[src/pfs_pkg.sv]
// Constants and carrier types for the playfield fine scroll block
package pfs_pkg;

  // ==========================================================
  // Line timing in machine cycles
  localparam logic [6:0] CYC_LAST = 7'h71;
  localparam logic [6:0] CYC_ENTRY = 7'h00;
  localparam logic [6:0] CYC_DLI = 7'h05;
  localparam logic [6:0] CYC_ROW_END = 7'h6c;
  localparam logic [6:0] CYC_LATE = 7'h69;

  // ==========================================================
  // Playfield widths and DMA windows
  localparam logic [1:0] PFW_OFF = 2'h0;
  localparam logic [1:0] PFW_NARROW = 2'h1;
  localparam logic [1:0] PFW_NORMAL = 2'h2;
  localparam logic [1:0] PFW_WIDE = 2'h3;
  localparam logic [6:0] DMA_START_NARROW = 7'h1c;
  localparam logic [6:0] DMA_START_NORMAL = 7'h14;
  localparam logic [6:0] DMA_START_WIDE = 7'h0c;
  localparam logic [6:0] DMA_STOP_NARROW = 7'h5c;
  localparam logic [6:0] DMA_STOP_NORMAL = 7'h64;
  localparam logic [6:0] DMA_STOP_WIDE = 7'h6c;

  // ==========================================================
  // Mode values and mode 8/9 fault thresholds
  localparam logic [3:0] MODE_BLANK = 4'h0;
  localparam logic [3:0] MODE_JUMP = 4'h1;
  localparam logic [3:0] MODE_FIRST_MAP = 4'h8;
  localparam logic [3:0] MODE_MAP_HI = 4'h9;
  localparam logic [3:0] HS_CHAR_BUG = 4'ha;
  localparam logic [3:0] HS_MID_BUG = 4'he;
  localparam logic [2:0] HS_RECOVER_PAIR = 3'h6;
  localparam logic [1:0] REC_THREE = 2'h3;
  localparam logic [1:0] REC_TWO = 2'h2;
  localparam logic [2:0] MASK_CHAR = 3'h1;
  localparam logic [2:0] MASK_MID = 3'h3;
  localparam logic [2:0] MASK_MAP = 3'h7;

  // ==========================================================
  // Register indices (byte address is four times the index)
  localparam logic [15:0] HSC_IDX = 16'hd404;
  localparam logic [15:0] VSC_IDX = 16'hd405;
  localparam logic [15:0] STAT_IDX = 16'hd406;
  localparam logic [1:0] RESP_OKAY = 2'h0;
  localparam logic [1:0] RESP_SLVERR = 2'h2;

  // ==========================================================
  // Carrier types
  typedef struct packed {
    logic list_line_interrupt;
    logic load_scan_pointer_instruction;
    logic vs;
    logic hs;
    logic [3:0] mode;
  } pfs_instr_t;

  typedef struct packed {
    logic valid;
    logic [7:0] data;
  } pfs_pix_t;

  typedef enum logic [1:0] {
    PF_IDLE = 2'b00,
    PF_RUN = 2'b01,
    PF_STUCK = 2'b11
  } pfs_dma_e;

endpackage : pfs_pkg

[src/pfs_top.sv]
// Playfield fine scroll control with AXI4-Lite register access
// Overview of operation
// - Scroll bit zero adds one colour clock delay, effective at once
// - Scroll bits one to three move DMA start and stop cycles and decide the mode 8/9 fault
// - Scan counter advance equals fetches made up to the line's DMA end
// - Misaligned stop point after mid-line change keeps DMA running past blank
// - Late blocked fetches still latch bus data and pass it on
// - Instruction bit five enables vertical scroll using the vertical scroll value
// - Entering a scrolled region starts the row counter at the scroll value
// - Leaving a region ends the first clear line when row matches value
// - Scroll value and row counter are four bits and wrap through sixteen
// - Only first and last lines of a region change; modes may mix
// - Blank lines count as unscrolled yet still shorten when ending regions
// - Any mode line may reach sixteen scan lines through scrolling
// - Modes 0 and 1 blank; tall mode 1 refetches list pointer each line
// - Modes 2 and 3 blank rows 8-9 unless code bits 6:5 are both set, and repeat rows 2-7 above
// - Modes 4 and 6 repeat rows 0-7 on rows 8-15
// - Bitmap rows are identical; data fetched on first scan line only
// - Mid-line scroll changes let the row counter cycle past sixteen lines
// - Mode 8/9 after scrolled wide or normal line corrupts at or above thresholds
// - Mode 8/9 corruption persists or recovers by scroll value and mode
// - Narrow playfields never trigger the mode 8/9 corruption
module pfs_top
  import pfs_pkg::*;
(
  input wire logic aclk,
  input wire logic aresetn,
  input wire logic clk_en,
  input wire logic s_axi_awvalid,
  output logic s_axi_awready,
  input wire logic [17:0] s_axi_awaddr,
  input wire logic s_axi_wvalid,
  output logic s_axi_wready,
  input wire logic [31:0] s_axi_wdata,
  input wire logic [3:0] s_axi_wstrb,
  output logic s_axi_bvalid,
  input wire logic s_axi_bready,
  output logic [1:0] s_axi_bresp,
  input wire logic s_axi_arvalid,
  output logic s_axi_arready,
  input wire logic [17:0] s_axi_araddr,
  output logic s_axi_rvalid,
  input wire logic s_axi_rready,
  output logic [31:0] s_axi_rdata,
  output logic [1:0] s_axi_rresp,
  input wire logic instr_load,
  input wire pfs_instr_t instr,
  input wire logic [1:0] pf_width,
  input wire logic [7:0] data_bus,
  input wire logic [7:0] char_code,
  output logic [6:0] line_cycle,
  output logic new_mode_line,
  output logic [3:0] row,
  output logic [3:0] char_row,
  output logic row_blank,
  output logic mode_line_last,
  output logic pf_req,
  output pfs_pix_t pf_pix,
  output logic color_delay,
  output logic ptr_refetch,
  output logic [6:0] scan_advance,
  output logic scan_advance_valid,
  output logic mode89_corrupt
);

  // ==========================================================
  // State
  typedef struct packed {
    logic [6:0] cyc;
    pfs_instr_t ir;
    logic vs;
    logic prev_vs;
    logic first;
    logic [3:0] row;
    logic [3:0] vs_at0;
    logic end_line;
    logic dli_last;
    logic [3:0] hsc;
    logic [3:0] vsc;
    pfs_dma_e dma;
    logic [2:0] phase;
    logic fetch_d;
    logic pf_req;
    pfs_pix_t pix;
    logic [6:0] bytes;
    logic [6:0] adv;
    logic adv_valid;
    logic corrupt;
    logic persist;
    logic [1:0] left;
    logic [3:0] char_row;
    logic row_blank;
    logic refetch;
    logic aw_got;
    logic [15:0] aw_idx;
    logic w_got;
    logic [3:0] w_data;
    logic w_lane0;
    logic bvalid;
    logic [1:0] bresp;
    logic rvalid;
    logic [1:0] rresp;
    logic [31:0] rdata;
  } pfs_state_t;

  pfs_state_t s;
  pfs_state_t next_s;

  // ==========================================================
  // Helpers
  function automatic logic [3:0] pfs_last_row(input pfs_instr_t ir);
    logic [3:0] r;
    r = 4'h0;
    unique case (ir.mode)
      4'h0: r = {1'b0, ir.load_scan_pointer_instruction, ir.vs, ir.hs};
      4'h2, 4'h4, 4'h6, 4'h8: r = 4'h7;
      4'h3: r = 4'h9;
      4'h5, 4'h7: r = 4'hf;
      4'h9, 4'ha: r = 4'h3;
      4'hb, 4'hd: r = 4'h1;
      4'h1, 4'hc, 4'he, 4'hf: r = 4'h0;
    endcase
    return r;
  endfunction : pfs_last_row

  function automatic logic [2:0] pfs_mask(input logic [3:0] mode);
    logic [2:0] m;
    m = 3'h0;
    unique case (mode)
      4'h2, 4'h3, 4'h4, 4'h5, 4'hd, 4'he, 4'hf: m = MASK_CHAR;
      4'h6, 4'h7, 4'ha, 4'hb, 4'hc: m = MASK_MID;
      4'h8, 4'h9: m = MASK_MAP;
      4'h0, 4'h1: m = 3'h0;
    endcase
    return m;
  endfunction : pfs_mask

  // ==========================================================
  // Combinational next state
  logic [1:0] eff_w;
  logic [6:0] dma_start;
  logic [6:0] dma_stop;
  logic [2:0] mask;
  logic fetch_line;
  logic fetch;
  logic at_stop;
  logic aligned;
  logic exiting;
  logic row_hit;
  logic entering;
  logic prev_char;
  logic prev_mid;
  logic bug;
  logic do_write;

  always_comb begin
    next_s = s;
    mask = pfs_mask(s.ir.mode);
    // Horizontal scroll widens narrow and normal fetch
    eff_w = pf_width;
    if (s.ir.hs && pf_width != PFW_OFF && pf_width != PFW_WIDE) begin
      eff_w = pf_width + 2'h1;
    end
    unique case (eff_w)
      PFW_NARROW: begin
        dma_start = DMA_START_NARROW;
        dma_stop = DMA_STOP_NARROW;
      end
      PFW_NORMAL: begin
        dma_start = DMA_START_NORMAL;
        dma_stop = DMA_STOP_NORMAL;
      end
      PFW_WIDE: begin
        dma_start = DMA_START_WIDE;
        dma_stop = DMA_STOP_WIDE;
      end
      PFW_OFF: begin
        dma_start = CYC_LAST;
        dma_stop = CYC_LAST;
      end
    endcase
    dma_start = dma_start + {4'h0, s.hsc[3:1]};
    dma_stop = dma_stop + {4'h0, s.hsc[3:1]};
    fetch_line = (s.ir.mode > MODE_JUMP) && (s.ir.mode < MODE_FIRST_MAP || s.first);
    at_stop = s.cyc == dma_stop;
    aligned = (dma_stop[2:0] & mask) == s.phase;
    fetch = 1'b0;

    // Line cycle counter
    next_s.cyc = (s.cyc == CYC_LAST) ? CYC_ENTRY : s.cyc + 7'h1;
    if (s.cyc == CYC_ENTRY) begin
      next_s.vs_at0 = s.vsc;
    end

    // Playfield DMA sequencer
    unique case (s.dma)
      PF_IDLE: begin
        if (fetch_line && eff_w != PFW_OFF && s.cyc == dma_start) begin
          next_s.dma = PF_RUN;
          next_s.phase = dma_start[2:0] & mask;
          fetch = 1'b1;
        end
      end
      PF_RUN, PF_STUCK: begin
        fetch = ((s.cyc[2:0] & mask) == s.phase) && !at_stop;
        if (at_stop) begin
          if (aligned && !s.corrupt) begin
            next_s.dma = PF_IDLE;
          end else begin
            next_s.dma = PF_STUCK;
          end
        end
      end
      default: next_s.dma = PF_IDLE;
    endcase
    next_s.fetch_d = fetch;
    next_s.pf_req = fetch && s.cyc <= CYC_LATE;
    next_s.pix.valid = s.fetch_d;
    next_s.pix.data = data_bus;
    next_s.adv_valid = 1'b0;
    if (s.cyc == CYC_LAST) begin
      next_s.bytes = 7'h0;
      next_s.adv = s.bytes + {6'h0, fetch};
      next_s.adv_valid = s.first && s.ir.mode > MODE_JUMP;
    end else begin
      next_s.bytes = s.bytes + {6'h0, fetch};
    end

    // Row counter and mode line end
    exiting = !s.vs && s.prev_vs;
    row_hit = exiting ? (s.row == s.vsc) : (s.row == pfs_last_row(s.ir));
    if (s.cyc == CYC_DLI) begin
      next_s.dli_last = row_hit;
    end
    if (s.cyc == CYC_ROW_END) begin
      next_s.end_line = row_hit;
    end
    if (s.cyc == CYC_LAST) begin
      next_s.row = s.row + 4'h1;
      next_s.first = 1'b0;
      if (s.corrupt && !s.persist) begin
        next_s.left = s.left - 2'h1;
        if (s.left == 2'h1) begin
          next_s.corrupt = 1'b0;
        end
      end
    end

    // New mode line from the display list
    entering = instr.vs && instr.mode != MODE_BLANK && !s.vs;
    prev_char = pfs_mask(s.ir.mode) == MASK_CHAR;
    prev_mid = pfs_mask(s.ir.mode) == MASK_MID;
    bug = s.ir.hs && pf_width >= PFW_NORMAL &&
      ((prev_char && s.hsc >= HS_CHAR_BUG) || (prev_mid && s.hsc >= HS_MID_BUG));
    if (instr_load) begin
      next_s.ir = instr;
      next_s.vs = instr.vs && instr.mode != MODE_BLANK;
      next_s.prev_vs = s.vs;
      next_s.first = 1'b1;
      next_s.end_line = 1'b0;
      next_s.row = entering ? s.vs_at0 : 4'h0;
      if (instr.mode == MODE_FIRST_MAP || instr.mode == MODE_MAP_HI) begin
        if (bug) begin
          next_s.corrupt = 1'b1;
          if (instr.hs) begin
            next_s.persist = 1'b0;
            next_s.left = prev_char ? REC_THREE : REC_TWO;
          end else if (prev_char && s.hsc[3:1] == HS_RECOVER_PAIR) begin
            next_s.persist = 1'b0;
            next_s.left = REC_TWO;
          end else begin
            next_s.persist = 1'b1;
          end
        end
      end else begin
        next_s.corrupt = 1'b0;
      end
    end

    // Row mapping and blanking
    next_s.row_blank = 1'b0;
    next_s.char_row = s.row;
    next_s.refetch = next_s.ir.mode == MODE_JUMP && !next_s.first;
    unique case (s.ir.mode)
      4'h0, 4'h1: next_s.row_blank = 1'b1;
      4'h2, 4'h3: begin
        if (s.row >= 4'ha) begin
          next_s.char_row = s.row - 4'h8;
        end
        if (s.row[3:1] == 3'h4 && char_code[6:5] != 2'h3) begin
          next_s.row_blank = 1'b1;
        end
      end
      4'h4, 4'h6: next_s.char_row = {1'b0, s.row[2:0]};
      4'h8, 4'h9, 4'ha, 4'hb, 4'hc, 4'hd, 4'he, 4'hf: next_s.char_row = 4'h0;
      4'h5, 4'h7: next_s.char_row = s.row;
    endcase

    // AXI4-Lite write channel
    if (s_axi_awvalid && s_axi_awready) begin
      next_s.aw_got = 1'b1;
      next_s.aw_idx = s_axi_awaddr[17:2];
    end
    if (s_axi_wvalid && s_axi_wready) begin
      next_s.w_got = 1'b1;
      next_s.w_data = s_axi_wdata[3:0];
      next_s.w_lane0 = s_axi_wstrb[0];
    end
    do_write = s.aw_got && s.w_got && !s.bvalid;
    if (do_write) begin
      next_s.aw_got = 1'b0;
      next_s.w_got = 1'b0;
      next_s.bvalid = 1'b1;
      next_s.bresp = RESP_OKAY;
      if (s.aw_idx == HSC_IDX) begin
        if (s.w_lane0) begin
          next_s.hsc = s.w_data;
        end
      end else if (s.aw_idx == VSC_IDX) begin
        if (s.w_lane0) begin
          next_s.vsc = s.w_data;
        end
      end else if (s.aw_idx != STAT_IDX) begin
        next_s.bresp = RESP_SLVERR;
      end
    end
    if (s.bvalid && s_axi_bready) begin
      next_s.bvalid = 1'b0;
    end

    // AXI4-Lite read channel
    if (s_axi_arvalid && s_axi_arready) begin
      next_s.rvalid = 1'b1;
      next_s.rresp = RESP_OKAY;
      next_s.rdata = 32'h0;
      if (s_axi_araddr[17:2] == STAT_IDX) begin
        next_s.rdata = {9'h0, s.adv, 6'h0, s.dma, s.corrupt, s.vs, s.end_line, s.first, s.row};
      end else if (s_axi_araddr[17:2] != HSC_IDX && s_axi_araddr[17:2] != VSC_IDX) begin
        next_s.rresp = RESP_SLVERR;
      end
    end else if (s.rvalid && s_axi_rready) begin
      next_s.rvalid = 1'b0;
    end
  end

  // ==========================================================
  // State register
  always_ff @(posedge aclk) begin
    if (!aresetn) begin
      s <= '0;
    end else if (clk_en) begin
      s <= next_s;
    end
  end

  // ==========================================================
  // Outputs
  assign s_axi_awready = !s.aw_got && !s.bvalid;
  assign s_axi_wready = !s.w_got && !s.bvalid;
  assign s_axi_bvalid = s.bvalid;
  assign s_axi_bresp = s.bresp;
  assign s_axi_arready = !s.rvalid;
  assign s_axi_rvalid = s.rvalid;
  assign s_axi_rdata = s.rdata;
  assign s_axi_rresp = s.rresp;
  assign line_cycle = s.cyc;
  assign new_mode_line = s.end_line;
  assign row = s.row;
  assign char_row = s.char_row;
  assign row_blank = s.row_blank;
  assign mode_line_last = s.dli_last;
  assign pf_req = s.pf_req;
  assign pf_pix = s.pix;
  assign color_delay = s.hsc[0];
  assign ptr_refetch = s.refetch;
  assign scan_advance = s.adv;
  assign scan_advance_valid = s.adv_valid;
  assign mode89_corrupt = s.corrupt;

endmodule : pfs_top

[config.mk]
export PLATFORM = sky130hd
export DESIGN_NAME = pfs_top
export DESIGN_NICKNAME = d
export VERILOG_FILES = /design/src/pfs_pkg.sv /design/src/pfs_top.sv
export SDC_FILE = /design/constraint.sdc
export NUM_CORES = 1
export LEC_CHECK = 0
export BUFFER_PORTS_ARGS = -buffer_cell sky130_fd_sc_hd__buf_2
export CAP_MARGIN = 30
export CELL_PAD_IN_SITES_DETAIL_PLACEMENT = 0
export CELL_PAD_IN_SITES_GLOBAL_PLACEMENT = 2
export CORE_MARGIN = 4
export CORE_UTILIZATION = 32
export DETAILED_ROUTE_END_ITERATION = 16
export PLACE_DENSITY = 0.84
export SLEW_MARGIN = 0
export SYNTH_ARGS = -nofsm -noshare
export SYNTH_HDL_FRONTEND = slang
export SYNTH_SLANG_ARGS = --single-unit
[constraint.sdc]
create_clock -name aclk -period 8.8 [get_ports aclk]
set_clock_uncertainty 0.15 [all_clocks]
set_input_delay 0.44 -clock aclk [delete_from_list [all_inputs] [get_ports aclk]]
set_output_delay 0.44 -clock aclk [all_outputs]
set_load 0.02 [all_outputs]
==> impl_metrics.toml <==
[clock_tree]
cts_tree = "built"
cts_sinks = 123
cts_resized = 0
cts_buffers = 17
path_clk_slew_ns = 0.06
clock_latency_ns = 0.42
cts_setup_buffers = 0
htree_levels = 4
cts-root-buf = "clkbuf_16"
postCtsHoldBufs = 0
clk_path_buf_depth = 2

[finish]
n_antenna_cell = 0
final_common_cell = "buf_2"
synthToLayoutAreaGrowth_pct = 16.2
fin_nets = 952
post-route-util_pct = 38.2
final_area_um2 = 7500
drive_gt1_share_pct = 20.9
mostFrequentLayoutCells = "127 x buf_2, 123 x dfxtp_1, 102 x nand2_1"

[global_routing]
grtUsageTotal_pct = 15.0
use_met2_pct = 24.0
gr-total-overflow = 0
grt_max_degree = 64
grt_pass1_vias = 5022
met3_usage_pct = 4.75
busiest_layer = "met2"
grt_pass1_wl_um = 26700
grtUsageMet1_pct = 19.5
antenna_found_initial = 0

[outcome]
status = "complete, no violations"

[sta]
setup_viol = 0
fin_crit_ns = 4.04
hold_viol_final = 0
fin_crit_sh_pct = 45.9
drv_slew = 0
whs_ns = 0.105
slew_headroom_pct = 37.5
rsz0062_at_grt = "no"
fmax_ghz = 0.247
worst_slew_pin_slew_ns = 0.935
tns_ns = 0
fin_ws_ns = 4.76

[logic_synthesis]
yosysWarnings = 0
yosys_most_used_dff = "dfxtp_1"
netlist_area_um2 = 6460
synth_seq_cells = 123
async_flop_share_pct = 0
avgSynthCellArea_um2 = 8.30
synth.distinct_cells = 64
synth_cells = 778
synth-edff-count = 0
yosysSeqAreaShare_pct = 38.1

[detailed_routing]
wl_per_cell_um = 15.4
wl_um = 17000
first_iter_violations = 248
dr_total_vias = 5306
vias_per_cell = 4.79
post-route-drc-count = 0
ant_nets = 0
drtPass1Iterations = 4

[floorplan]
io_pins = 187
core.rowCount = 51
die_w_um = 150
dieArea_um2 = 22500
core_um2 = 19700
start_util_pct = 32.8
die_h_um = 150

[critical_path]
crit_top_cell = "ha_1"
cp.arrival_ns = 4.17
cp_max_fo = 13
crit_chain = "buf_2 -> inv_1 -> ha_1 -> ha_1 -> ha_1 -> xnor3_1 -> nand3_1 -> nand4b_1 -> a2111oi_4 -> nand2_1 -> nand2_1 -> ha_1 -> ha_1 -> and3_1 -> nand3_1 -> xor2_1 -> nor2_1 -> a21oi_1 -> nor2_1"
crit_slowest_cell = "a2111oi_4"
critPathKind = "in -> reg"
critPathBufInv = 2
required_ns = 8.93
critPathCaptureType = "flip-flop"
max_stage_delay_ns = 0.49
crit_family = "adder cells"
cp-start-kind = "primary input"

[pwr]
pwr_density_cell_nw_per_um2 = 202
p_leak_uw = 0.00313
vdd_ir_drop_max_uv = 138

[placed_design]
dp_hpwl_um = 11900
placed_area_um2 = 6820
routabilityCongestion = 0.782
numPortBuffers = 127
pre_cts_ws_ns = 4.35

[flow_run]
drv_cap = 0

[hold_path]
hold_path.class = "in -> reg"
[cells by family (layout without fill, tap and decap cells)]
kind of cell	after synthesis	count (layout)	synth area share, %
compound gates	147	147	14.9
xor+xnor	31	31	4.63
fa+ha+maj	15	15	2.91
buf+inv	134	183	11.8
flops	123	123	38.1
mux	38	38	5.97
other cells	1	17	0.0581
simple gates	289	289	21.6
[stage by stage]
step / instances / power [uW]
after global routing: 1108 / 1570
after global placement: 1075 / 726
after floorplan: 794 / 694
after detailed placement: 1075 / 727
after CTS: 1107 / 1540
final: 1108 / 1520
[layer usage]
layer | vias to the layer above | wire, um
li1 | 2716 | -
met1 | 2457 | 7900
met2 | 116 | 7970
met3 | 17 | 946
met4 | 0 | 210
met5 | - | 0
[layout make-up]
class                      count  area [um^2]
clock inverter                12          218
clock buffer                  20          457
inverter                      20         76.3
tap                          265          332
timing repair buffer         131          666
multi-input combinational    537         3290
fill                        2100        12200
sequential                   123         2460
[state kept, by name, indices dropped and copies added (netlist names)]
signal and count:
mode_line_last 1, s_axi_rvalid 1, mask 3, ptr_refetch 1
s_axi_rdata 17, pf_pix 9, s_axi_bresp 1, char_row 4
color_delay 1, next_s 1, scan_advance_valid 1, scan_advance 7
new_mode_line 1, row 4, row_blank 1, line_cycle 7
mode89_corrupt 1, pf_req 1, s_axi_bvalid 1, s_axi_rresp 1
s 59
[power breakdown]
group / total (uW) / switching, uW / internal (uW) / leakage (uW)
clock network: 804 / 260 / 544 / 0.000322
logic: 125 / 78.6 / 46.9 / 0.00181
registers: 588 / 17.0 / 571 / 0.000999
total: 1520 / 355 / 1160 / 0.00313
[tightest hold or removal path: cells and delay by family]
| family | cells | cell delay, ns |
|---|---|---|
| compound gates | 1 | 0.05 |
| buf+inv | 1 | 0.09 |
| simple gates | 1 | 0.05 |
[cells in the mapped netlist, types with 3 or more instances]
master | count | share of area, %
or4_1 | 4 | 0.47
nand3b_1 | 6 | 0.70
and2_1 | 3 | 0.29
nor2b_1 | 5 | 0.48
nor2_1 | 93 | 5.4
a211oi_1 | 9 | 1.0
a221oi_1 | 3 | 0.41
mux2i_1 | 37 | 5.7
buf_4 | 68 | 7.9
a21o_1 | 4 | 0.47
clkbuf_1 | 35 | 2.0
nand2_1 | 102 | 5.9
a2111oi_0 | 3 | 0.41
o21ai_0 | 14 | 1.1
nor3b_1 | 6 | 0.70
a21oi_1 | 58 | 4.5
inv_1 | 20 | 1.2
buf_2 | 4 | 0.31
nor4b_1 | 3 | 0.41
buf_1 | 7 | 0.41
o21bai_1 | 3 | 0.35
nand3_1 | 18 | 1.4
ha_1 | 15 | 2.9
and3_1 | 6 | 0.58
a31oi_1 | 10 | 0.97
xor2_1 | 11 | 1.5
xnor2_1 | 18 | 2.4
nand4_1 | 7 | 0.68
nor4_1 | 5 | 0.48
o211ai_1 | 6 | 0.70
dfxtp_1 | 123 | 38
a22oi_1 | 20 | 2.3
nor3_1 | 7 | 0.54
and3b_1 | 3 | 0.41
nand4b_1 | 7 | 0.95
[worst paths after layout]
path,start,end,slack (ns),cells past startpoint
min,instr[6],s[129],0.10,3
min reg2reg,s[54],s[54],0.30,2
max,pf_width[1],s[85],4.76,19
max reg2reg,s[127],s[85],4.86,14
Power figures use the tool's default switching activity.
